## src/monitor_mux_pkg.sv

```systemverilog
// Constants shared by the monitor output selection logic
package monitor_mux_pkg;

	localparam int SEL_W    = 6;
	localparam int NUM_DIFF = 4;
	localparam int NUM_SRC  = 64;

	// Selector codes common to every general purpose output
	localparam logic [5:0] CODE_CMD_RAW       = 6'h00;
	localparam logic [5:0] CODE_CMD_RAW_INV   = 6'h01;
	localparam logic [5:0] CODE_REC_EARLY     = 6'h02;
	localparam logic [5:0] CODE_REC_EARLY_INV = 6'h03;
	localparam logic [5:0] CODE_POWER_RESET   = 6'h0A;
	localparam logic [5:0] CODE_CMD_IDLE      = 6'h0B;
	localparam logic [5:0] CODE_CMD_IDLE_SYNC = 6'h0C;
	localparam logic [5:0] CODE_SYNC_LOCK     = 6'h0D;
	localparam logic [5:0] CODE_PLL_LOCK      = 6'h0E;
	localparam int         CODE_HIT_FIRST     = 28;
	localparam logic [5:0] CODE_HIT_COMBINED  = 6'h20;
	localparam int         CODE_EVENT_FIRST   = 33;
	localparam int         NUM_EVENTS         = 10;
	localparam int         CODE_PATTERN_FIRST = 46;
	localparam int         CODE_DEBUG_FIRST   = 58;
	localparam logic [5:0] CODE_HIGH_Z        = 6'h3F;

	// Analog multiplexer settings
	localparam logic [5:0] IMUX_MAIN_REF     = 6'h00;
	localparam logic [5:0] IMUX_UNUSED_FIRST = 6'h20;
	localparam logic [5:0] IMUX_UNUSED_LAST  = 6'h3E;
	localparam logic [5:0] VMUX_ADC_REF      = 6'h00;
	localparam logic [5:0] VMUX_THRESH_ONE   = 6'h0A;
	localparam logic [5:0] VMUX_GND_FIRST    = 6'h13;
	localparam logic [5:0] VMUX_GND_LAST     = 6'h1E;
	localparam logic [5:0] VMUX_UNUSED_FIRST = 6'h28;
	localparam logic [5:0] VMUX_UNUSED_LAST  = 6'h3E;

	// Values after reset
	localparam logic [5:0] DEF_DIFF0   = 6'h00;
	localparam logic [5:0] DEF_DIFF1   = 6'h02;
	localparam logic [5:0] DEF_DIFF2   = 6'h0A;
	localparam logic [5:0] DEF_DIFF3   = 6'h0E;
	localparam logic [5:0] DEF_SINGLE  = 6'h0D;
	localparam logic [5:0] DEF_CURRENT = 6'h3F;
	localparam logic [5:0] DEF_VOLTAGE = 6'h3F;
	localparam logic [3:0] DEF_PATTERN = 4'h0;
	localparam logic       DEF_GPO_SEL = 1'b0;

	// Register byte addresses
	localparam logic [11:0] OFS_DIFF_SEL0   = 12'h000;
	localparam logic [11:0] OFS_SINGLE_SEL  = 12'h010;
	localparam logic [11:0] OFS_CURRENT_SEL = 12'h014;
	localparam logic [11:0] OFS_VOLTAGE_SEL = 12'h018;
	localparam logic [11:0] OFS_STATUS      = 12'h01C;
	localparam int          IDX_MERGE_CFG   = 70;
	localparam int          IDX_PATTERN     = 98;
	localparam logic [11:0] OFS_MERGE_CFG   = 12'(IDX_MERGE_CFG * 4);
	localparam logic [11:0] OFS_PATTERN     = 12'(IDX_PATTERN * 4);
	localparam int          POS_GPO_SEL     = 0;

	// Command activity timing
	localparam int CLK_PERIOD_NS = 100;
	localparam int CMD_QUIET_NS  = 2000;
	localparam int QUIET_CYCLES  = (CMD_QUIET_NS + CLK_PERIOD_NS - 1) / CLK_PERIOD_NS;
	localparam int QUIET_W       = 6;

endpackage

```

## src/monitor_source_select.sv

```systemverilog
// One registered 64-way source selector for a monitor output
`timescale 1ns/100ps

module monitor_source_select (
	input  wire logic        pclk,
	input  wire logic        presetn,
	input  wire logic [63:0] sources,
	input  wire logic [5:0]  code,
	output logic             routed
);

	always_ff @(posedge pclk or negedge presetn) begin
		if (!presetn) begin
			routed <= 1'b0;
		end else begin
			routed <= sources[code];
		end
	end

endmodule // monitor_source_select

```

## src/monitor_output_select_mux.sv

```systemverilog
// Monitor output selection: APB registers, source table and analog mux codes
`timescale 1ns/100ps

// Operation
// - Four differential outputs and one single-ended output each have an independent selector.
// - All selectors decode one shared code table and may pick the same source together.
// - Code 0 routes the raw command input and is the reset choice of differential output 0.
// - Code 2 routes recovered command data before delay, code 3 its inverse; default of output 1.
// - Code 10 routes power-on reset (output 2 default), code 14 PLL lock (output 3 default).
// - Code 13 routes synchronizer lock and is the single-ended output's default.
// - Command activity goes low with no command transitions; its synchronized form resets the chip.
// - Codes 46 to 49 route bits 3 down to 0 of the static pattern register.
// - Codes 58 to 61 route bits 3 down to 0 of the chosen debug word.
// - Codes 33 to 42 route the command decoder event strobes and flags.
// - Codes 28 to 31 route hit-or lines 3 down to 0, code 32 their trigger-unit combination.
// - Current mux: 0 is the main reference, 32 to 62 unused, 63 high impedance.
// - Voltage mux: 0 converter reference, 10 threshold one, 19 to 30 ground, 63 high impedance.
module monitor_output_select_mux (
	input  wire logic        pclk,
	input  wire logic        presetn,
	input  wire logic        psel,
	input  wire logic        penable,
	input  wire logic        pwrite,
	input  wire logic [11:0] paddr,
	input  wire logic [31:0] pwdata,
	output logic [31:0]      prdata,
	output logic             pready,
	output logic             pslverr,
	input  wire logic        cmd_raw,
	input  wire logic        cmd_rec_early,
	input  wire logic        power_on_reset,
	input  wire logic        sync_lock,
	input  wire logic        pll_lock,
	input  wire logic [3:0]  hit_flag_or,
	input  wire logic        hit_flag_combined,
	input  wire logic [9:0]  decoder_events,
	input  wire logic [15:0] phase_det_word,
	input  wire logic [15:0] pll_deser_word,
	input  wire logic [63:0] spare_sources,
	output logic [3:0]       general_diff_outputs,
	output logic             general_single_output,
	output logic [5:0]       current_mux_sel,
	output logic             current_mux_oe_n,
	output logic             current_mux_unused,
	output logic [5:0]       voltage_mux_sel,
	output logic             voltage_mux_oe_n,
	output logic             voltage_mux_ground,
	output logic             voltage_mux_unused,
	output logic             cmd_activity,
	output logic             chip_reset_n
);

	function automatic logic in_range(input logic [5:0] code, input logic [5:0] lo,
		input logic [5:0] hi);
		in_range = (code >= lo) && (code <= hi);
	endfunction

	// Four bits of the debug word sit at one phase of a 4x sampled word
	function automatic logic [3:0] phase_bits(input logic [15:0] word);
		phase_bits = {word[12], word[8], word[4], word[0]};
	endfunction

	localparam int QUIET_W = monitor_mux_pkg::QUIET_W;

	logic [5:0]  diff_sel [0:3];
	logic [5:0]  single_sel;
	logic [5:0]  current_code;
	logic [5:0]  voltage_code;
	logic [3:0]  pattern;
	logic        gpo_sel;
	logic [3:0]  chosen_debug_word;
	logic [63:0] sources;
	logic [4:0]  diff_routed;
	logic        cmd_prev;
	logic [QUIET_W-1:0] quiet_count;
	logic        idle_meta;
	logic        idle_sync;
	logic        setup;
	logic        wr_access;
	logic [31:0] next_rdata;
	logic        next_err;

	assign setup     = psel && !penable;
	assign wr_access = psel && penable && pready && pwrite;

	// Register writes take effect only at the completing access edge
	always_ff @(posedge pclk or negedge presetn) begin
		if (!presetn) begin
			diff_sel[0] <= monitor_mux_pkg::DEF_DIFF0;
			diff_sel[1] <= monitor_mux_pkg::DEF_DIFF1;
			diff_sel[2] <= monitor_mux_pkg::DEF_DIFF2;
			diff_sel[3] <= monitor_mux_pkg::DEF_DIFF3;
			single_sel  <= monitor_mux_pkg::DEF_SINGLE;
		end else if (wr_access) begin
			for (int i = 0; i < monitor_mux_pkg::NUM_DIFF; i++) begin
				if (paddr == monitor_mux_pkg::OFS_DIFF_SEL0 + 12'(i * 4)) begin
					diff_sel[i] <= pwdata[5:0];
				end
			end
			if (paddr == monitor_mux_pkg::OFS_SINGLE_SEL) begin
				single_sel <= pwdata[5:0];
			end
		end
	end

	always_ff @(posedge pclk or negedge presetn) begin
		if (!presetn) begin
			current_code <= monitor_mux_pkg::DEF_CURRENT;
			voltage_code <= monitor_mux_pkg::DEF_VOLTAGE;
		end else if (wr_access) begin
			if (paddr == monitor_mux_pkg::OFS_CURRENT_SEL) begin
				current_code <= pwdata[5:0];
			end
			if (paddr == monitor_mux_pkg::OFS_VOLTAGE_SEL) begin
				voltage_code <= pwdata[5:0];
			end
		end
	end

	always_ff @(posedge pclk or negedge presetn) begin
		if (!presetn) begin
			pattern <= monitor_mux_pkg::DEF_PATTERN;
			gpo_sel <= monitor_mux_pkg::DEF_GPO_SEL;
		end else if (wr_access) begin
			if (paddr == monitor_mux_pkg::OFS_PATTERN) begin
				pattern <= pwdata[3:0];
			end
			if (paddr == monitor_mux_pkg::OFS_MERGE_CFG) begin
				gpo_sel <= pwdata[monitor_mux_pkg::POS_GPO_SEL];
			end
		end
	end

	// Read data and error are prepared in the setup cycle; every access has no wait state
	always_comb begin
		next_rdata = 32'h0000_0000;
		next_err   = 1'b0;
		case (paddr)
			monitor_mux_pkg::OFS_DIFF_SEL0:        next_rdata[5:0] = diff_sel[0];
			monitor_mux_pkg::OFS_DIFF_SEL0 + 12'h4: next_rdata[5:0] = diff_sel[1];
			monitor_mux_pkg::OFS_DIFF_SEL0 + 12'h8: next_rdata[5:0] = diff_sel[2];
			monitor_mux_pkg::OFS_DIFF_SEL0 + 12'hC: next_rdata[5:0] = diff_sel[3];
			monitor_mux_pkg::OFS_SINGLE_SEL:       next_rdata[5:0] = single_sel;
			monitor_mux_pkg::OFS_CURRENT_SEL:      next_rdata[5:0] = current_code;
			monitor_mux_pkg::OFS_VOLTAGE_SEL:      next_rdata[5:0] = voltage_code;
			monitor_mux_pkg::OFS_PATTERN:          next_rdata[3:0] = pattern;
			monitor_mux_pkg::OFS_MERGE_CFG:
				next_rdata[monitor_mux_pkg::POS_GPO_SEL] = gpo_sel;
			monitor_mux_pkg::OFS_STATUS:
				next_rdata[6:0] = {chip_reset_n, cmd_activity, general_single_output,
					general_diff_outputs};
			default:                               next_err = 1'b1;
		endcase
	end

	always_ff @(posedge pclk or negedge presetn) begin
		if (!presetn) begin
			pready  <= 1'b0;
			prdata  <= 32'h0000_0000;
			pslverr <= 1'b0;
		end else begin
			pready  <= setup;
			pslverr <= setup && next_err;
			if (setup && !pwrite) begin
				prdata <= next_rdata;
			end
		end
	end

	// Command activity: low after a quiet period with no edges on the command input
	always_ff @(posedge pclk or negedge presetn) begin
		if (!presetn) begin
			cmd_prev     <= 1'b0;
			quiet_count  <= '0;
			cmd_activity <= 1'b1;
		end else begin
			cmd_prev <= cmd_raw;
			if (cmd_raw != cmd_prev) begin
				quiet_count  <= '0;
				cmd_activity <= 1'b1;
			end else if (quiet_count == QUIET_W'(monitor_mux_pkg::QUIET_CYCLES - 1)) begin
				cmd_activity <= 1'b0;
			end else begin
				quiet_count <= quiet_count + QUIET_W'(1);
			end
		end
	end

	// Synchronized idle form, registered once more, drives the chip reset
	always_ff @(posedge pclk or negedge presetn) begin
		if (!presetn) begin
			idle_meta    <= 1'b1;
			idle_sync    <= 1'b1;
			chip_reset_n <= 1'b1;
		end else begin
			idle_meta    <= cmd_activity;
			idle_sync    <= idle_meta;
			chip_reset_n <= idle_sync;
		end
	end

	assign chosen_debug_word = gpo_sel ? phase_bits(phase_det_word)
		: phase_bits(pll_deser_word);

	// Shared code table seen by every selector
	always_comb begin
		sources = spare_sources;
		sources[monitor_mux_pkg::CODE_CMD_RAW]       = cmd_raw;
		sources[monitor_mux_pkg::CODE_CMD_RAW_INV]   = ~cmd_raw;
		sources[monitor_mux_pkg::CODE_REC_EARLY]     = cmd_rec_early;
		sources[monitor_mux_pkg::CODE_REC_EARLY_INV] = ~cmd_rec_early;
		sources[monitor_mux_pkg::CODE_POWER_RESET]   = power_on_reset;
		sources[monitor_mux_pkg::CODE_CMD_IDLE]      = cmd_activity;
		sources[monitor_mux_pkg::CODE_CMD_IDLE_SYNC] = idle_sync;
		sources[monitor_mux_pkg::CODE_SYNC_LOCK]     = sync_lock;
		sources[monitor_mux_pkg::CODE_PLL_LOCK]      = pll_lock;
		for (int i = 0; i < 4; i++) begin
			sources[monitor_mux_pkg::CODE_HIT_FIRST + i]     = hit_flag_or[3 - i];
			sources[monitor_mux_pkg::CODE_PATTERN_FIRST + i] = pattern[3 - i];
			sources[monitor_mux_pkg::CODE_DEBUG_FIRST + i]   = chosen_debug_word[3 - i];
		end
		sources[monitor_mux_pkg::CODE_HIT_COMBINED] = hit_flag_combined;
		for (int i = 0; i < monitor_mux_pkg::NUM_EVENTS; i++) begin
			sources[monitor_mux_pkg::CODE_EVENT_FIRST + i] = decoder_events[i];
		end
	end

	// One dedicated selector per output
	genvar g;
	generate
		for (g = 0; g <= monitor_mux_pkg::NUM_DIFF; g++) begin : g_sel
			monitor_source_select u_sel (
				.pclk    (pclk),
				.presetn (presetn),
				.sources (sources),
				.code    (g < monitor_mux_pkg::NUM_DIFF ? diff_sel[g % 4] : single_sel),
				.routed  (diff_routed[g])
			);
		end
	endgenerate

	assign general_diff_outputs  = diff_routed[3:0];
	assign general_single_output = diff_routed[4];

	// Analog mux codes and their decoded pad controls
	always_ff @(posedge pclk or negedge presetn) begin
		if (!presetn) begin
			current_mux_sel    <= monitor_mux_pkg::DEF_CURRENT;
			current_mux_oe_n   <= 1'b1;
			current_mux_unused <= 1'b0;
		end else begin
			current_mux_sel    <= current_code;
			current_mux_oe_n   <= (current_code == monitor_mux_pkg::CODE_HIGH_Z);
			current_mux_unused <= in_range(current_code, monitor_mux_pkg::IMUX_UNUSED_FIRST,
				monitor_mux_pkg::IMUX_UNUSED_LAST);
		end
	end

	always_ff @(posedge pclk or negedge presetn) begin
		if (!presetn) begin
			voltage_mux_sel    <= monitor_mux_pkg::DEF_VOLTAGE;
			voltage_mux_oe_n   <= 1'b1;
			voltage_mux_ground <= 1'b0;
			voltage_mux_unused <= 1'b0;
		end else begin
			voltage_mux_sel    <= voltage_code;
			voltage_mux_oe_n   <= (voltage_code == monitor_mux_pkg::CODE_HIGH_Z);
			voltage_mux_ground <= in_range(voltage_code, monitor_mux_pkg::VMUX_GND_FIRST,
				monitor_mux_pkg::VMUX_GND_LAST);
			voltage_mux_unused <= in_range(voltage_code, monitor_mux_pkg::VMUX_UNUSED_FIRST,
				monitor_mux_pkg::VMUX_UNUSED_LAST);
		end
	end

	// Checks on the selector, analog mux and idle reset paths
	// Sampled reset in an antecedent skips the release edge, where the selector flops still hold
	a_diff0_default: assert property (@(posedge pclk) disable iff (!presetn)
		(presetn && diff_sel[0] == 6'h00) |=> (general_diff_outputs[0] == $past(cmd_raw)))
		else $error("output 0 not following raw command");
	a_early_inverse: assert property (@(posedge pclk) disable iff (!presetn)
		(diff_sel[1] == 6'h03) |=> (general_diff_outputs[1] != $past(cmd_rec_early)))
		else $error("code 3 not inverted recovered data");
	a_pll_lock_out: assert property (@(posedge pclk) disable iff (!presetn)
		(presetn && diff_sel[3] == 6'h0E) |=> (general_diff_outputs[3] == $past(pll_lock)))
		else $error("code 14 not pll lock");
	a_single_sync: assert property (@(posedge pclk) disable iff (!presetn)
		(presetn && single_sel == 6'h0D) |=> (general_single_output == $past(sync_lock)))
		else $error("code 13 not sync lock");
	a_shared_source: assert property (@(posedge pclk) disable iff (!presetn)
		(diff_sel[2] == single_sel) |=> (general_diff_outputs[2] == general_single_output))
		else $error("same code gave different outputs");
	a_idle_reset: assert property (@(posedge pclk) disable iff (!presetn)
		$fell(cmd_activity) |-> ##3 !chip_reset_n)
		else $error("idle did not reach chip reset in three cycles");
	a_pattern_bit: assert property (@(posedge pclk) disable iff (!presetn)
		(diff_sel[0] == 6'h2E) |=> (general_diff_outputs[0] == $past(pattern[3])))
		else $error("code 46 not pattern bit 3");
	a_debug_bit: assert property (@(posedge pclk) disable iff (!presetn)
		(single_sel == 6'h3D) |=> (general_single_output == $past(chosen_debug_word[0])))
		else $error("code 61 not debug bit 0");
	a_event_route: assert property (@(posedge pclk) disable iff (!presetn)
		(diff_sel[2] == 6'h21) |=> (general_diff_outputs[2] == $past(decoder_events[0])))
		else $error("code 33 not first decoder event");
	a_hit_route: assert property (@(posedge pclk) disable iff (!presetn)
		(diff_sel[1] == 6'h1C) |=> (general_diff_outputs[1] == $past(hit_flag_or[3])))
		else $error("code 28 not hit line 3");
	a_imux_highz: assert property (@(posedge pclk) disable iff (!presetn)
		(current_code == 6'h3F) |=> current_mux_oe_n)
		else $error("current mux not released at 63");
	a_vmux_ground: assert property (@(posedge pclk) disable iff (!presetn)
		(voltage_code == 6'h14) |=> (voltage_mux_ground && voltage_mux_oe_n == 1'b0))
		else $error("voltage mux 20 not ground");
	a_write_apply: assert property (@(posedge pclk) disable iff (!presetn)
		(wr_access && paddr == 12'h010) |=> (single_sel == $past(pwdata[5:0]))
		##1 (general_single_output == $past(sources[single_sel])))
		else $error("selector write not applied next cycle");
	a_others_kept: assert property (@(posedge pclk) disable iff (!presetn)
		(wr_access && paddr == 12'h010) |=> $stable(diff_sel[0]) && $stable(diff_sel[3]))
		else $error("single select write disturbed a differential selector");
	a_power_reset_out: assert property (@(posedge pclk) disable iff (!presetn)
		(presetn && diff_sel[2] == 6'h0A) |=>
		(general_diff_outputs[2] == $past(power_on_reset)))
		else $error("code 10 not power-on reset");
	a_early_direct: assert property (@(posedge pclk) disable iff (!presetn)
		(presetn && diff_sel[1] == 6'h02) |=>
		(general_diff_outputs[1] == $past(cmd_rec_early)))
		else $error("code 2 not recovered data");
	a_raw_single: assert property (@(posedge pclk) disable iff (!presetn)
		(single_sel == 6'h00) |=> (general_single_output == $past(cmd_raw)))
		else $error("code 0 not raw command on single output");
	a_hit_combined: assert property (@(posedge pclk) disable iff (!presetn)
		(diff_sel[3] == 6'h20) |=> (general_diff_outputs[3] == $past(hit_flag_combined)))
		else $error("code 32 not combined hit");
	a_event_last: assert property (@(posedge pclk) disable iff (!presetn)
		(diff_sel[0] == 6'h2A) |=> (general_diff_outputs[0] == $past(decoder_events[9])))
		else $error("code 42 not last decoder event");
	a_pattern_low: assert property (@(posedge pclk) disable iff (!presetn)
		(single_sel == 6'h31) |=> (general_single_output == $past(pattern[0])))
		else $error("code 49 not pattern bit 0");
	a_debug_high: assert property (@(posedge pclk) disable iff (!presetn)
		(diff_sel[3] == 6'h3A) |=> (general_diff_outputs[3] == $past(chosen_debug_word[3])))
		else $error("code 58 not debug bit 3");
	a_idle_sync_out: assert property (@(posedge pclk) disable iff (!presetn)
		(single_sel == 6'h0C) |=> (general_single_output == $past(idle_sync)))
		else $error("code 12 not synchronized idle");
	a_imux_unused: assert property (@(posedge pclk) disable iff (!presetn)
		(current_code >= 6'h20 && current_code <= 6'h3E) |=>
		(current_mux_unused && !current_mux_oe_n))
		else $error("current mux unused range not flagged");
	a_vmux_highz: assert property (@(posedge pclk) disable iff (!presetn)
		(voltage_code == 6'h3F) |=> (voltage_mux_oe_n && !voltage_mux_ground))
		else $error("voltage mux not released at 63");
	a_diff_write: assert property (@(posedge pclk) disable iff (!presetn)
		(wr_access && paddr == 12'h000) |=> (diff_sel[0] == $past(pwdata[5:0])))
		else $error("differential selector write not held");

endmodule // monitor_output_select_mux

```

## config.mk

```make
export PLATFORM = sky130hd
export DESIGN_NAME = monitor_output_select_mux
export DESIGN_NICKNAME = d
export VERILOG_FILES = /design/src/monitor_mux_pkg.sv /design/src/monitor_source_select.sv /design/src/monitor_output_select_mux.sv
export SDC_FILE = /design/constraint.sdc
export NUM_CORES = 1
export LEC_CHECK = 0
export ABC_AREA = 1
export BUFFER_PORTS_ARGS = -buffer_cell sky130_fd_sc_hd__buf_2
export CAP_MARGIN = 20
export CORE_ASPECT_RATIO = 1.2
export CORE_UTILIZATION = 45
export DETAILED_ROUTE_END_ITERATION = 8
export GPL_TIMING_DRIVEN = 0
export PLACE_DENSITY = 0.71
export SLEW_MARGIN = 15
export SYNTH_ARGS = -nofsm -noshare
export SYNTH_HDL_FRONTEND = slang
export SYNTH_SLANG_ARGS = --single-unit
```

## constraint.sdc

```tcl
create_clock -name pclk -period 2.1 [get_ports pclk]
set_clock_uncertainty 0.1 [all_clocks]
set_input_delay 0.21 -clock pclk [delete_from_list [all_inputs] [get_ports pclk]]
set_output_delay 0.21 -clock pclk [all_outputs]
set_load 0.03 [all_outputs]
```

# ---- Word-level counts from Yosys, hierarchy flattened
# Cells that the tools add are included.
dict set report word_totals {
  regBits 89
  inputBits 165
  out_inout_bits 58
  wordCells 101
}
dict set report op_classes {
  addsub 1
  n_lt_le_gt_ge 11
  eq_ne 14
  muxes 20
  n_bitwise 2
  n_reduce_logical 23
}
# op count
set op_table {}
lappend op_table {{$eq 12x5->1 const B} 4}
lappend op_table {{$lt 6x7->1 const B} 5}
lappend op_table {{$bmux 1 s6} 5}
lappend op_table {{$pmux 3 s9} 1}
lappend op_table {{$eq 12x4->1 const B} 2}
lappend op_table {{$eq 12x9->1 const B} 2}
lappend op_table {{$reduce_and 2->1} 9}
lappend op_table {{$pmux 2 s8} 1}
lappend op_table {{$eq 12x3->1 const B} 1}
lappend op_table {{$eq 6x6->1 const B} 2}
lappend op_table {{$ge 6x6->1 const B} 2}
lappend op_table {{$le 6x6->1 const B} 2}
lappend op_table {{$logic_not 12->1} 1}
lappend op_table {{$mux 6} 2}
lappend op_table {{$pmux 1 s10} 1}
lappend op_table {{$reduce_or 10->1} 1}
lappend op_table {{$logic_and 1x1->1} 9}
lappend op_table {{$mux 1} 9}
lappend op_table {{$add 6x1->6 const B} 1}
lappend op_table {{$eq 6x5->1 const B} 1}
lappend op_table {{$ge 6x5->1 const B} 1}
lappend op_table {{$le 6x5->1 const B} 1}
lappend op_table {{$mux 4} 1}
lappend op_table {{$logic_not 1->1} 2}
lappend op_table {{4 further kinds} 5}

# ---- Longest topological paths before layout
# Gate-level depths: netlist of run 1.
dict set report depth {
  depth_word 4
  depth_mapped 11
  ltp_nobuf 10
}

# ---- Hierarchy
# A second synthesis of run 1 with hierarchy kept.
dict set report unflattened {
  hier_cells 1235
  hier_area_um2 7714.9
}
# mod n_inst cells_each area_each_um2 seq_area_each_um2
set by_module_without_submodules {}
lappend by_module_without_submodules {monitor_output_select_mux 1 470 4098.9 2150.8}
lappend by_module_without_submodules {monitor_source_select 5 153 723.2 25.0}

# ---- Worst setup path before layout of run 1
# No wires, ideal clock.
dict set report synth_timing {
  path_type {flip-flop to flip-flop}
  from {register single_sel[0]}
  to {register g_sel[4].u_sel.routed}
  setup_time_ns 0.117
  arrival_time_ns 1.368
  required_ns 1.883
  slack_ns 0.514
  path_stages_with_launch 10
  path_buffers 2
  synth_period_minus_slack_ns 1.586
  cell_sequence {dfstp_2 -> buf_2 -> clkbuf_1 -> nand2_1 -> o211ai_1 -> nand3_1 -> nand3_1 -> nand3_1 -> nand3_1 -> nand2_1}
}
dict set report synth_via {
  elab_chain_cells 2
}
# element line_no
set synth_lines {}
lappend synth_lines {{start, declared} monitor_output_select_mux.sv:66} ;# logic [5:0] single_sel;
lappend synth_lines {{start signal, assigned} monitor_output_select_mux.sv:93} ;# single_sel <= monitor_mux_pkg::DEF_SINGLE;
lappend synth_lines {{start signal, assigned} monitor_output_select_mux.sv:101} ;# single_sel <= pwdata[5:0];
lappend synth_lines {{$bmux 1 s6} monitor_source_select.sv:16} ;# routed <= sources[code];
lappend synth_lines {{$mux 1 (not written as such)} monitor_source_select.sv:16}
lappend synth_lines {{end signal, assigned} monitor_source_select.sv:16}
lappend synth_lines {{end, declared} monitor_source_select.sv:9} ;# output logic routed
# Every way passes these cells. The select of a mux whose other input is x is not followed.
# A chain may end at the register's enable or synchronous reset.

# ---- Worst setup path after layout of run 1
dict set report layout_timing {
  from {register diff_sel[1] (netlist name)}
  to {register g_sel[3].u_sel.routed}
}
dict set report layout_via {
  elab_chain_cells 2
}
# element line_no
set layout_lines {}
lappend layout_lines {{start, declared} monitor_output_select_mux.sv:65} ;# logic [5:0] diff_sel [0:3];
lappend layout_lines {{start signal, assigned by index} monitor_output_select_mux.sv:97} ;# diff_sel[i] <= pwdata[5:0];
lappend layout_lines {{$bmux 1 s6} monitor_source_select.sv:16}
lappend layout_lines {{$mux 1 (not written as such)} monitor_source_select.sv:16}
lappend layout_lines {{end signal, assigned} monitor_source_select.sv:16}
lappend layout_lines {{end, declared} monitor_source_select.sv:9}
# Every way passes these cells. The select of a mux whose other input is x is not followed.

==> metrics.md, run 1 <==
| Metric | Value |
|---|---|
| Clk pin slew, worst setup/hold paths | `0.07 ns` |
| Ys flop type | `dfrtp_1` |
| Kind of critical path | `reg -> reg` |
| DR iter-0 viols | `approximately 1,100` |
| CP Data Arrival Time | `about 2.1 ns` |
| All-layer global routing usage | `0.340` |
| Top cell type's share of synthesized area | `0.224` |
| Pre-CTS setup slack | `roughly 0.042 ns` |
| Die Width | `between 100 and 150 um` |
| H-tree Lvls | `3` |
| Post-synth top cells | `nand2_1 (441), nand3_1 (311), inv_1 (70)` |
| Final Hold Viols | `0` |
| Run status | `complete, no violations` |
| Crit path depth | `9` |
| EDFF count, synth | `0` |
| Placed cells | `1,543` |
| Vias | `between 8,000 and 9,000` |
| Worst Setup SP | `diff_sel[1]` |
| GP Congestion | `~1` |
| Initial antenna violation count | `0` |
| Multi-input logic area | `4350 um2` |
| Overall routed net length | `about 28 mm` |
| Synth warn | `0` |
| Largest net degree at the start of global routing | `65` |
| # DRC | `0` |
| Clk_lat worst skew | `0.35 ns` |
| Fin Setup TNS | `0 ns` |
| Fin util | `0.548` |
| Fin crit share | `0.947` |
| Endpoints failing setup | `0` |
| Slew Limit Fails | `0` |
| Max Root-Sink Buffers | `2` |
| Layout cells sized above 1 | `0.202` |
| Slew @ Worst Pin | `between 1 and 1.5 ns` |
| Crit. End Element | `register` |
| Port buffer count | `~120` |
| Yosys cell types | `35` |
| Num ports | `~220` |
| Hold/Removal Path Class | `in -> reg` |
| First-pass GRT wire length | `approximately 44 mm` |
| Min Hold Slack | `a little over 0.04 ns` |
| Pre-antenna DRT Iters | `9` |
| Reg-to-reg endpoint | `g_sel[3].u_sel.routed` |
| Worst Reg2Reg Path Length in Cells | `9` |
| CP max FO | `10` |
| Diode count | `0` |
| Core Rows | `50` |
| FMAX | `~500 MHz` |
| R2R Setup Slk | `around 0.11 ns` |
| Ranking of synthesized cells by area | `nand2_1 (22%), nand3_1 (21%), dfrtp_1 (17%)` |
| Overflow left after global routing | `0` |
| Cts bufs inserted | `9` |
| Max-slew headroom | `0.236` |
| Worst setup endpoint | `g_sel[3].u_sel.routed` |
| Starting Density | `0.466` |
| Synth Register Bits | `89` |
| Post-synth ARST share | `1.00` |
| Total of max-cap violations | `0` |
| Crit-path cells | `buf_4 > buf_1 > nand3_1 > nand3_1 > nand2_1 > nand2_1 > nand3_1 > nand3b_1 > nand2_1` |
| Slowest CP cell | `dfstp_2` |
| Cell leakage power | `4.27 nW` |
| VDD IR-drop max | `about 0.41 mV` |
| Core Region | `about 16,000 um2` |
| Register Area | `~2300 um2` |
| Dpl cell area | `roughly 8300 um2` |
| CP max stage delay | `between 0.5 and 0.6 ns` |
| Worst reg2reg path startpoint | `diff_sel[1]` |
| Vias per cell | `5.72` |
| Final Instance Area | `between 8000 and 9000 um2` |
| Syn Inst Count | `1,195` |
| Clock tree root buffer cell | `clkbuf_16` |
| Final ANT Viol Nets | `0` |
| Crit path launch type | `register` |
| Fin cells | `1,562` |
| Area growth syn-to-layout | `17.5%` |
| Chip height | `roughly 140 um` |
| DP HPWL | `21.3 mm` |
| Dominant cell type by area after synthesis | `nand2_1` |
| Worst EP required | `around 2.2 ns` |
| Final min period | `1.99 ns` |
| Layout fillers | `1,678` |
| DR WL/cell | `18.2 um` |
| Sequential cell area fraction in the yosys report | `0.308` |
| Mapped cell area | `7380 um2` |
| CTS tree | `built` |
| Nets | `~1,500` |
| Clock sinks | `89` |
| RSZ-0062 raised after global routing | `false` |
| Post-route setup slack | `around 0.11 ns` |
| Most frequent cell after synthesis | `nand2_1` |
| Total power divided by cell area | `around 470 nW/um2` |
| Buf+Inv Stages, Crit Path | `2` |
| Vias in the first global route | `7,868` |
| Total power | `between 4 and 5 mW` |
| Mean Syn Cell Area | `between 6 and 7 um2` |
| CP top delay family | `simple AND/OR/NAND/NOR gates` |
| Die ar. | `16,900 um2` |
[layer usage]
metal  GRT usage  wire length, um  up-vias
li1            -                -     4195
met1       0.449            11200     4009
met2       0.517            12300      601
met3      0.0421             2850      122
met4       0.241             2140        0
met5           0                0        -
[worst min path at each step]
| stage | start | to | slack (ns) | depth (start not counted) |
|---|---|---|---|---|
| floorplan | presetn | cmd_prev | -0.19 | 0 |
| global placement | idle_meta | idle_sync | 0.25 | 0 |
| detailed placement | presetn | pready | 0.05 | 1 |
| CTS | psel | pready | 0.04 | 3 |
| global route | psel | pready | 0.06 | 3 |
| finish | psel | pready | 0.04 | 3 |
[cell families (layout without fill, tap and decap cells)]
group,count (synthesis),in the layout,synth area share
flip-flops,89,89,0.308
AND/OR/NAND/NOR,828,828,0.492
AO/OA/AOI/OAI,101,101,0.0771
buffers and inverters,170,305,0.114
other,1,25,0.000508
XOR/XNOR,5,5,0.00593
adder cells (fa/ha/maj),1,1,0.00169
[cell usage in the layout, fill, tap and decap left out, types with 4 or more instances in the layout]
cell and n:
clkinv_1 5, nor2_4 4, nand3_1 311, o211ai_1 22, o21ai_0 28, a21oi_1 14
conb_1 25, dfstp_2 39, clkbuf_1 8, buf_1 4, inv_1 70, nand3b_1 5
dfrtp_1 50, buf_2 155, buf_4 34, clkbuf_16 10, nand2_1 441, nand4_1 6
o21ai_1 34, buf_6 4, nor2_2 4, nor2_1 45
[layout make-up]
class,instances,area share
Buffer,92,0.0637
Clock buffer,10,0.0288
Clock inverter,6,0.00634
Inverter,78,0.0337
Multi-Input combinational cell,960,0.502
Sequential cell,89,0.262
Tap cell,208,0.0300
Timing Repair Buffer,119,0.0733
[sequential cells by signal, indices dropped and copies added, names as in the netlist, 6 cells and up]
| name | flops |
|---|---|
| diff_sel | 24 |
| prdata | 7 |
| current_code | 6 |
| quiet_count | 6 |
| single_sel | 6 |
| current_mux_sel | 6 |
| voltage_mux_sel | 6 |
| voltage_code | 6 |
[power by group]
| group | leakage [nW] | internal, mW | switching (mW) |
|---|---|---|---|
| Combinational | 3.04 | 0.201 | 0.424 |
| Sequential | 1.08 | 1.74 | 0.0153 |
| Clock | 0.150 | 0.902 | 0.759 |
[timing repair]
action,CTS,global route
hold buffers,3,0
resized for setup,0,3
endpoints found under the hold margin,27,0
setup buffers,0,0
setup endpoints to repair,0,2
[tightest hold or removal path, delay by kind of cell]
kind	cells	cell delay [ns]
buffers and inverters	2	0.17
AND/OR/NAND/NOR	1	0.06
(Power assumes the default switching activity.)
==> inputs of run 2 (changes only) <==
SYNTH_HIERARCHICAL = 1   (was default)
clock period = 2.2 ns   (was 2.1 ns; I/O delays follow)
==> run 2 against run 1 <==
Compared with the run above: power is 3.9% lower; via count is 3.4% lower; core utilization is 1.3 points lower; global-route usage is 2.0 points lower; sequential cell count stayed put; first-iteration DRC count is 35% lower; critical path depth is 1 lower; hold slack better by 0.0064 ns; synthesized cell count is 3.3% higher; routed wire length is 2.5% lower; cell area is 4.0% higher; critical endpoint is now g_sel[4].u_sel/routed; highest routed layer unchanged.
==> metrics.md, run 2 <==
| Metric | Value |
|---|---|
| Vias per cell | `5.36 (-6.3%)` |
| DR WL/cell | `17.2 um (-5.4%)` |
| Max-slew headroom | `0.612 (+0.375)` |
| Overflow left after global routing | `0 (unchanged)` |
| Biggest register | `diff_sel` |
| Hold/Removal Path Class | `in -> reg` |
| Max Root-Sink Buffers | `2 (unchanged)` |
| Overall routed net length | `27.8 mm (-2.5%)` |
| Cell leakage power | `4.58 nW (+7.2%)` |
| Vias | `8,624 (-3.4%)` |
| DP HPWL | `22.3 mm (+4.9%)` |
| Total power divided by cell area | `430 nW/um2 (-7.6%)` |
| Yosys cell types | `29 (-17%)` |
| Chip height | `145 um (+2.2%)` |
| Cts hold-fix bufs | `3 (unchanged)` |
| Mapped cell area | `7710 um2 (+4.5%)` |
| Diode count | `0 (unchanged)` |
| All-layer global routing usage | `0.320 (-0.0197)` |
| Total of max-cap violations | `0 (unchanged)` |
| Layout fillers | `1,760 (+4.9%)` |
| Port buffer count | `115 (unchanged)` |
| Vias in the first global route | `8,105 (+3.0%)` |
| DR iter-0 viols | `734 (-35%)` |
| VDD IR-drop max | `0.456 mV (+11%)` |
| Area growth syn-to-layout | `17.0%` |
| CP Data Arrival Time | `2.09 ns (-0.03 ns)` |
| Synth Register Bits | `89 (unchanged)` |
| GP Congestion | `0.950 (-3.9%)` |
| Worst reg2reg path startpoint | `single_sel[2]` |
| Die ar. | `17,700 um2 (+4.4%)` |
| Most frequent cells in the layout | `nand2_1 (535), nand3_1 (331), buf_2 (130)` |
| Clk pin slew, worst setup/hold paths | `0.06 ns (about the same)` |
| Core Region | `16,900 um2 (+6.5%)` |
| Num ports | `223 (unchanged)` |
| RSZ-0062 raised after global routing | `false` |
| Run status | `complete, no violations` |
| Post-CTS resize count | `0 (unchanged)` |
| Top cell type's share of synthesized area | `0.260 (+0.0361)` |
| Core Rows | `52 (+4.0%)` |
| Post-synth ARST share | `1.00 (unchanged)` |
| Pre-antenna DRT Iters | `7 (-2)` |
| Post-route setup slack | `0.185 ns (+0.0745 ns)` |
| Clk_lat worst skew | `0.34 ns (about the same)` |
| Top Registers | `diff_sel x24, prdata x7` |
| Fin crit share | `0.916 (-0.0315)` |
| CP max FO | `9 (-1)` |
| Die Width | `122 um (+2.2%)` |
| H-tree Lvls | `3 (unchanged)` |
| Fin Setup TNS | `0 ns (unchanged)` |
| Kind of critical path | `reg -> reg` |
| Largest net degree at the start of global routing | `46 (-29%)` |
| Sequential cell area fraction in the yosys report | `0.295 (-0.0132)` |
| First-pass GRT wire length | `43.2 mm (-1.6%)` |
| Synth warn | `6 (+6)` |
| Pre-CTS setup slack | `0.267 ns (+0.224 ns)` |
| CTS tree | `built` |
| Mean Syn Cell Area | `6.25 um2 (+1.1%)` |
| Final Hold Viols | `0 (unchanged)` |
| Ys flop type | `dfrtp_1` |
| Crit path launch type | `register` |
| Post-synth top cells | `nand2_1 (535), nand3_1 (331), dfrtp_1 (50)` |
| Cts bufs inserted | `9 (unchanged)` |
| Clock tree root buffer cell | `clkbuf_16` |
| Most frequent cell after synthesis | `nand2_1` |
| Crit. End Element | `register` |
| FMAX | `496 MHz (-1.3%)` |
| Final min period | `2.02 ns (+0.0255 ns)` |
| Ranking of synthesized cells by area | `nand2_1 (26%), nand3_1 (21%), dfrtp_1 (16%)` |
| Worst EP required | `2.27 ns (+0.04 ns)` |
| Slew @ Worst Pin | `0.583 ns (-0.554 ns)` |
| Post-CTS Setup Bufs | `0 (unchanged)` |
| Commonest non-fill, non-tap cell in the layout | `nand2_1` |
| Initial antenna violation count | `0 (unchanged)` |
| Slew Limit Fails | `0 (unchanged)` |
| Max reg flops | `24 (unchanged)` |
| Endpoints failing setup | `0 (unchanged)` |
| Dominant cell type by area after synthesis | `nand2_1` |
| Layout cells sized above 1 | `0.224 (+0.0222)` |
| # DRC | `0 (unchanged)` |
| Starting Density | `0.458 (-0.00866)` |
| Clock sinks | `89 (unchanged)` |
| Nets | `1,555 (+2.6%)` |
| Critical hold path startpoint | `cmd_raw` |
| Final ANT Viol Nets | `0 (unchanged)` |
| EDFF count, synth | `0 (unchanged)` |
| Worst Setup SP | `single_sel[2]` |
| Syn Inst Count | `1,235 (+3.3%)` |
[run 2: changes by cell type after synthesis, sizes merged, moves of 12 or more]
cell | before | now
o21ai | 64 | 50
a21oi | 14 | 2
nand2 | 443 | 545
nand3 | 315 | 333
inv | 73 | 57
o211ai | 22 | 0
[run 2: cell families (layout without fill, tap and decap cells)]
family | after synthesis | count (layout) | share of synthesized area
AND/OR/NAND/NOR | 940 | 940 | 0.532
adder cells (fa/ha/maj) | 1 | 1 | 0.00162
other | 1 | 25 | 0.000486
flip-flops | 89 | 89 | 0.295
AO/OA/AOI/OAI | 52 | 52 | 0.0367
buffers and inverters | 147 | 282 | 0.128
XOR/XNOR | 5 | 5 | 0.00568
[run 2: power breakdown]
| group | switching, mW | leakage, nW | internal [mW] |
|---|---|---|---|
| Clock | 0.601 | 0.160 | 1.03 |
| Sequential | 0.0159 | 1.08 | 1.66 |
| Combinational | 0.386 | 3.34 | 0.192 |
[run 2: final timing paths]
check | to | slack, ns | cells after the start
min | cmd_prev | 0.05 | 1
min in group asynchronous | g_sel[3].u_sel/routed | 0.33 | 2
max in group asynchronous | diff_sel[9] | 1.00 | 3
min reg2reg | idle_sync | 0.25 | 0
max reg2reg | g_sel[4].u_sel/routed | 0.18 | 8
max | g_sel[4].u_sel/routed | 0.18 | 8
[run 2: worst max-delay path: stages (launching register included)]
cell,delay (ns)
dfstp_2,0.55
buf_2,0.29
inv_1,0.26
nand3_1,0.15
nand2_1,0.06
nand2_1,0.10
nand3_1,0.08
nand3_1,0.10
nand2_1,0.15
[run 2: final cells by class]
| cell class | count | area (um2) | area share |
|---|---|---|---|
| multi-input cells | 1023 | 4540 | 0.503 |
| plain buffers | 90 | 744 | 0.0825 |
| clock inverters | 5 | 78.8 | 0.00873 |
| repair buffers | 119 | 628 | 0.0696 |
| clock buffers | 11 | 243 | 0.0269 |
| inverters | 57 | 244 | 0.0270 |
| well taps | 216 | 270 | 0.0299 |
| flip-flops and latches | 89 | 2280 | 0.252 |
[run 2: per-stage QoR]
| step | util | area, um2 | power [mW] | hold WS (ns) | std cells |
|---|---|---|---|---|---|
| after floorplan | - | 7800 | 2.01 | -0.176 | 1259 |
| after global placement | 0.513 | 8650 | 2.26 | 0.246 | 1590 |
| after detailed placement | 0.515 | 8670 | 2.27 | 0.150 | 1591 |
| after global routing | 0.536 | 9020 | 4.02 | 0.0586 | 1610 |
| after CTS | 0.536 | 9020 | 3.91 | 0.0478 | 1610 |
| final | 0.536 | 9020 | 3.88 | 0.0478 | 1610 |
[run 2: routing by layer]
| layer | track usage | wire (um) |
|---|---|---|
| met5 | 0 | 0 |
| met4 | 0.186 | 1490 |
| met3 | 0.0247 | 1490 |
| met2 | 0.564 | 14000 |
| met1 | 0.377 | 10800 |
==> inputs of run 3 (changes only) <==
clock period = 2.55 ns   (was 2.2 ns; I/O delays follow)
==> run 3 against run 2 <==
Compared with the run above: register-to-register slack better by 0.35 ns; sequential power down 14%; global-route usage about the same; core utilization is 0.059 points lower; routed wire length is 0.16% higher; power down 14%; first-iteration DRC count down 3.4%; sequential cell count is the same; non-clock buffer count shrank 1; die area stayed put; largest cell class unchanged; largest power group unchanged; highest routed layer unchanged.
==> metrics.md, run 3 (synthesis results as in run 2) <==
| Metric | Value |
|---|---|
| Run status | `complete, no violations` |
| Max Root-Sink Buffers | `2 (unchanged)` |
| DR iter-0 viols | `709 (-3.4%)` |
| Overflow left after global routing | `0 (unchanged)` |
| Clock Power Share | `0.418 (about the same)` |
| Max reg flops | `24 (unchanged)` |
| All-layer global routing usage | `0.321 (about the same)` |
| Layout cells sized above 1 | `0.224 (about the same)` |
| Fin Setup TNS | `0 ns (unchanged)` |
| CP max FO | `9 (unchanged)` |
| Worst hold stages | `3 (+2)` |
| Num ports | `223 (unchanged)` |
| Multi-input logic area | `4540 um2 (unchanged)` |
| Core Rows | `52 (unchanged)` |
| Cell leakage power | `4.58 nW (-0.12%)` |
| Sequential power share | `0.432 (about the same)` |
| DR WL/cell | `17.3 um (+0.22%)` |
| Comb power frac | `0.149 (about the same)` |
| Slew Limit Fails | `0 (unchanged)` |
| Most frequent cells in the layout | `nand2_1 (535), nand3_1 (331), buf_2 (130)` |
| Kind of critical path | `reg -> reg` |
| Endpoints failing setup | `0 (unchanged)` |
| Clk_lat worst skew | `0.33 ns (about the same)` |
| Vias in the first global route | `8,101 (-0.049%)` |
| Worst Reg2Reg Path Length in Cells | `8 (unchanged)` |
| Top Registers | `diff_sel x24, prdata x7` |
| First-pass GRT wire length | `43.2 mm (about the same)` |
| DP HPWL | `22.3 mm (unchanged)` |
| Clock sinks | `89 (unchanged)` |
| Net load switching power | `862 uW (-14%)` |
| Cts bufs inserted | `9 (unchanged)` |
| Clk pin slew, worst setup/hold paths | `0.07 ns (about the same)` |
| VDD IR-drop max | `0.394 mV (-14%)` |
| Diode count | `0 (unchanged)` |
| P_int | `2.48 mW (-14%)` |
| H-tree Lvls | `3 (unchanged)` |
| Overall routed net length | `27.8 mm (+0.16%)` |
| Core Region | `16,900 um2 (unchanged)` |
| Vias per cell | `5.35 (about the same)` |
| Pre-antenna DRT Iters | `5 (-2)` |
| # DRC | `0 (unchanged)` |
| Clock tree root buffer cell | `clkbuf_16` |
| Crit path launch type | `register` |
| FMAX | `496 MHz (-0.12%)` |
| Port buffer count | `115 (unchanged)` |
| Vias | `8,611 (-0.15%)` |
| Register Area | `2280 um2 (unchanged)` |
| Net switching fraction of the power | `0.258 (-0.000767)` |
| CP Data Arrival Time | `2.09 ns (about the same)` |
| Hold/Removal Path Class | `in -> reg` |
| Die ar. | `17,700 um2 (unchanged)` |
| Slew @ Worst Pin | `0.582 ns (-0.000532 ns)` |
| Final ANT Viol Nets | `0 (unchanged)` |
| Worst EP required | `2.62 ns (+0.35 ns)` |
| Biggest register | `diff_sel` |
| Largest net degree at the start of global routing | `46 (unchanged)` |
| Crit. End Element | `register` |
| Fin crit share | `0.791 (-0.125)` |
| RSZ-0062 raised after global routing | `false` |
| Final Hold Viols | `0 (unchanged)` |
| Total power divided by cell area | `371 nW/um2 (-14%)` |
| Layout fillers | `1,762 (+0.11%)` |
| Die Width | `122 um (unchanged)` |
| GP Congestion | `0.950 (unchanged)` |
| Area growth syn-to-layout | `16.9%` |
| Final Instance Area | `9010 um2 (-0.11%)` |
| Initial antenna violation count | `0 (unchanged)` |
| CTS tree | `built` |
| Post-CTS resize count | `0 (unchanged)` |
| Commonest non-fill, non-tap cell in the layout | `nand2_1` |
| Starting Density | `0.458 (unchanged)` |
| Final min period | `2.02 ns (+0.00234 ns)` |
| Max-slew headroom | `0.612 (about the same)` |
| Dpl cell area | `8670 um2 (unchanged)` |
| Chip height | `145 um (unchanged)` |
| Total of max-cap violations | `0 (unchanged)` |
| Nets | `1,554 (-0.064%)` |
-- run 3: metrics by stage --
step	std cells	setup WS, ns	hold WS (ns)	total power, mW	util
4_1_cts	1609	0.596	0.0337	3.37	0.535
6_report	1609	0.533	0.0506	3.34	0.535
5_1_grt	1609	0.495	0.0630	3.47	0.535
3_5_place_dp	1591	0.617	0.185	1.96	0.515
2_1_floorplan	1259	1.08	-0.141	1.74	-
3_3_place_gp	1590	0.411	0.246	1.95	0.513
-- run 3: power by group through the flow --
stage	clock [mW]	sequential, mW	combinational, mW
detailed placement	0	1.47	0.491
global placement	0	1.47	0.483
CTS	1.43	1.44	0.495
floorplan	0	1.47	0.261
global route	1.47	1.44	0.552
finish	1.40	1.44	0.499
-- run 3: worst max-delay path, stage by stage (launching register included) --
cell	delay (ns)
dfstp_2	0.55
buf_2	0.29
inv_1	0.27
nand3_1	0.15
nand2_1	0.06
nand2_1	0.10
nand3_1	0.08
nand3_1	0.10
nand2_1	0.15
-- run 3: worst paths after layout --
path                          startpoint               endpoint  slack [ns]
max                        single_sel[2]  g_sel[4].u_sel/routed        0.53
min                                 psel                 pready        0.05
max reg2reg                single_sel[2]  g_sel[4].u_sel/routed        0.53
min reg2reg                    idle_meta              idle_sync        0.26
max in group asynchronous        presetn            diff_sel[9]        1.31
min in group asynchronous        presetn  g_sel[3].u_sel/routed        0.37
-- run 3: metal layers --
metal / vias to the layer above / share of wire / track usage / wire length [um]
met1: 3914 / 0.39 / 0.377 / 10900
met4: 0 / 0.054 / 0.186 / 1490
met3: 93 / 0.053 / 0.0247 / 1480
li1: 4260 / - / - / -
met5: - / 0 / 0 / 0
met2: 344 / 0.50 / 0.564 / 13900
-- run 3: what timing repair did --
item / CTS / global route
setup endpoints to repair: 0 / 0
setup buffers: 0 / 0
endpoints found under the hold margin: 16 / 0
hold buffers: 2 / 0
-- run 3: area by class of cell --
| type | count | share of cell area |
|---|---|---|
| Buffer | 90 | 0.0826 |
| Clock buffer | 11 | 0.0269 |
| Clock inverter | 5 | 0.00874 |
| Inverter | 57 | 0.0271 |
| Multi-Input combinational cell | 1023 | 0.504 |
| Sequential cell | 89 | 0.252 |
| Tap cell | 216 | 0.0300 |
| Timing Repair Buffer | 118 | 0.0686 |
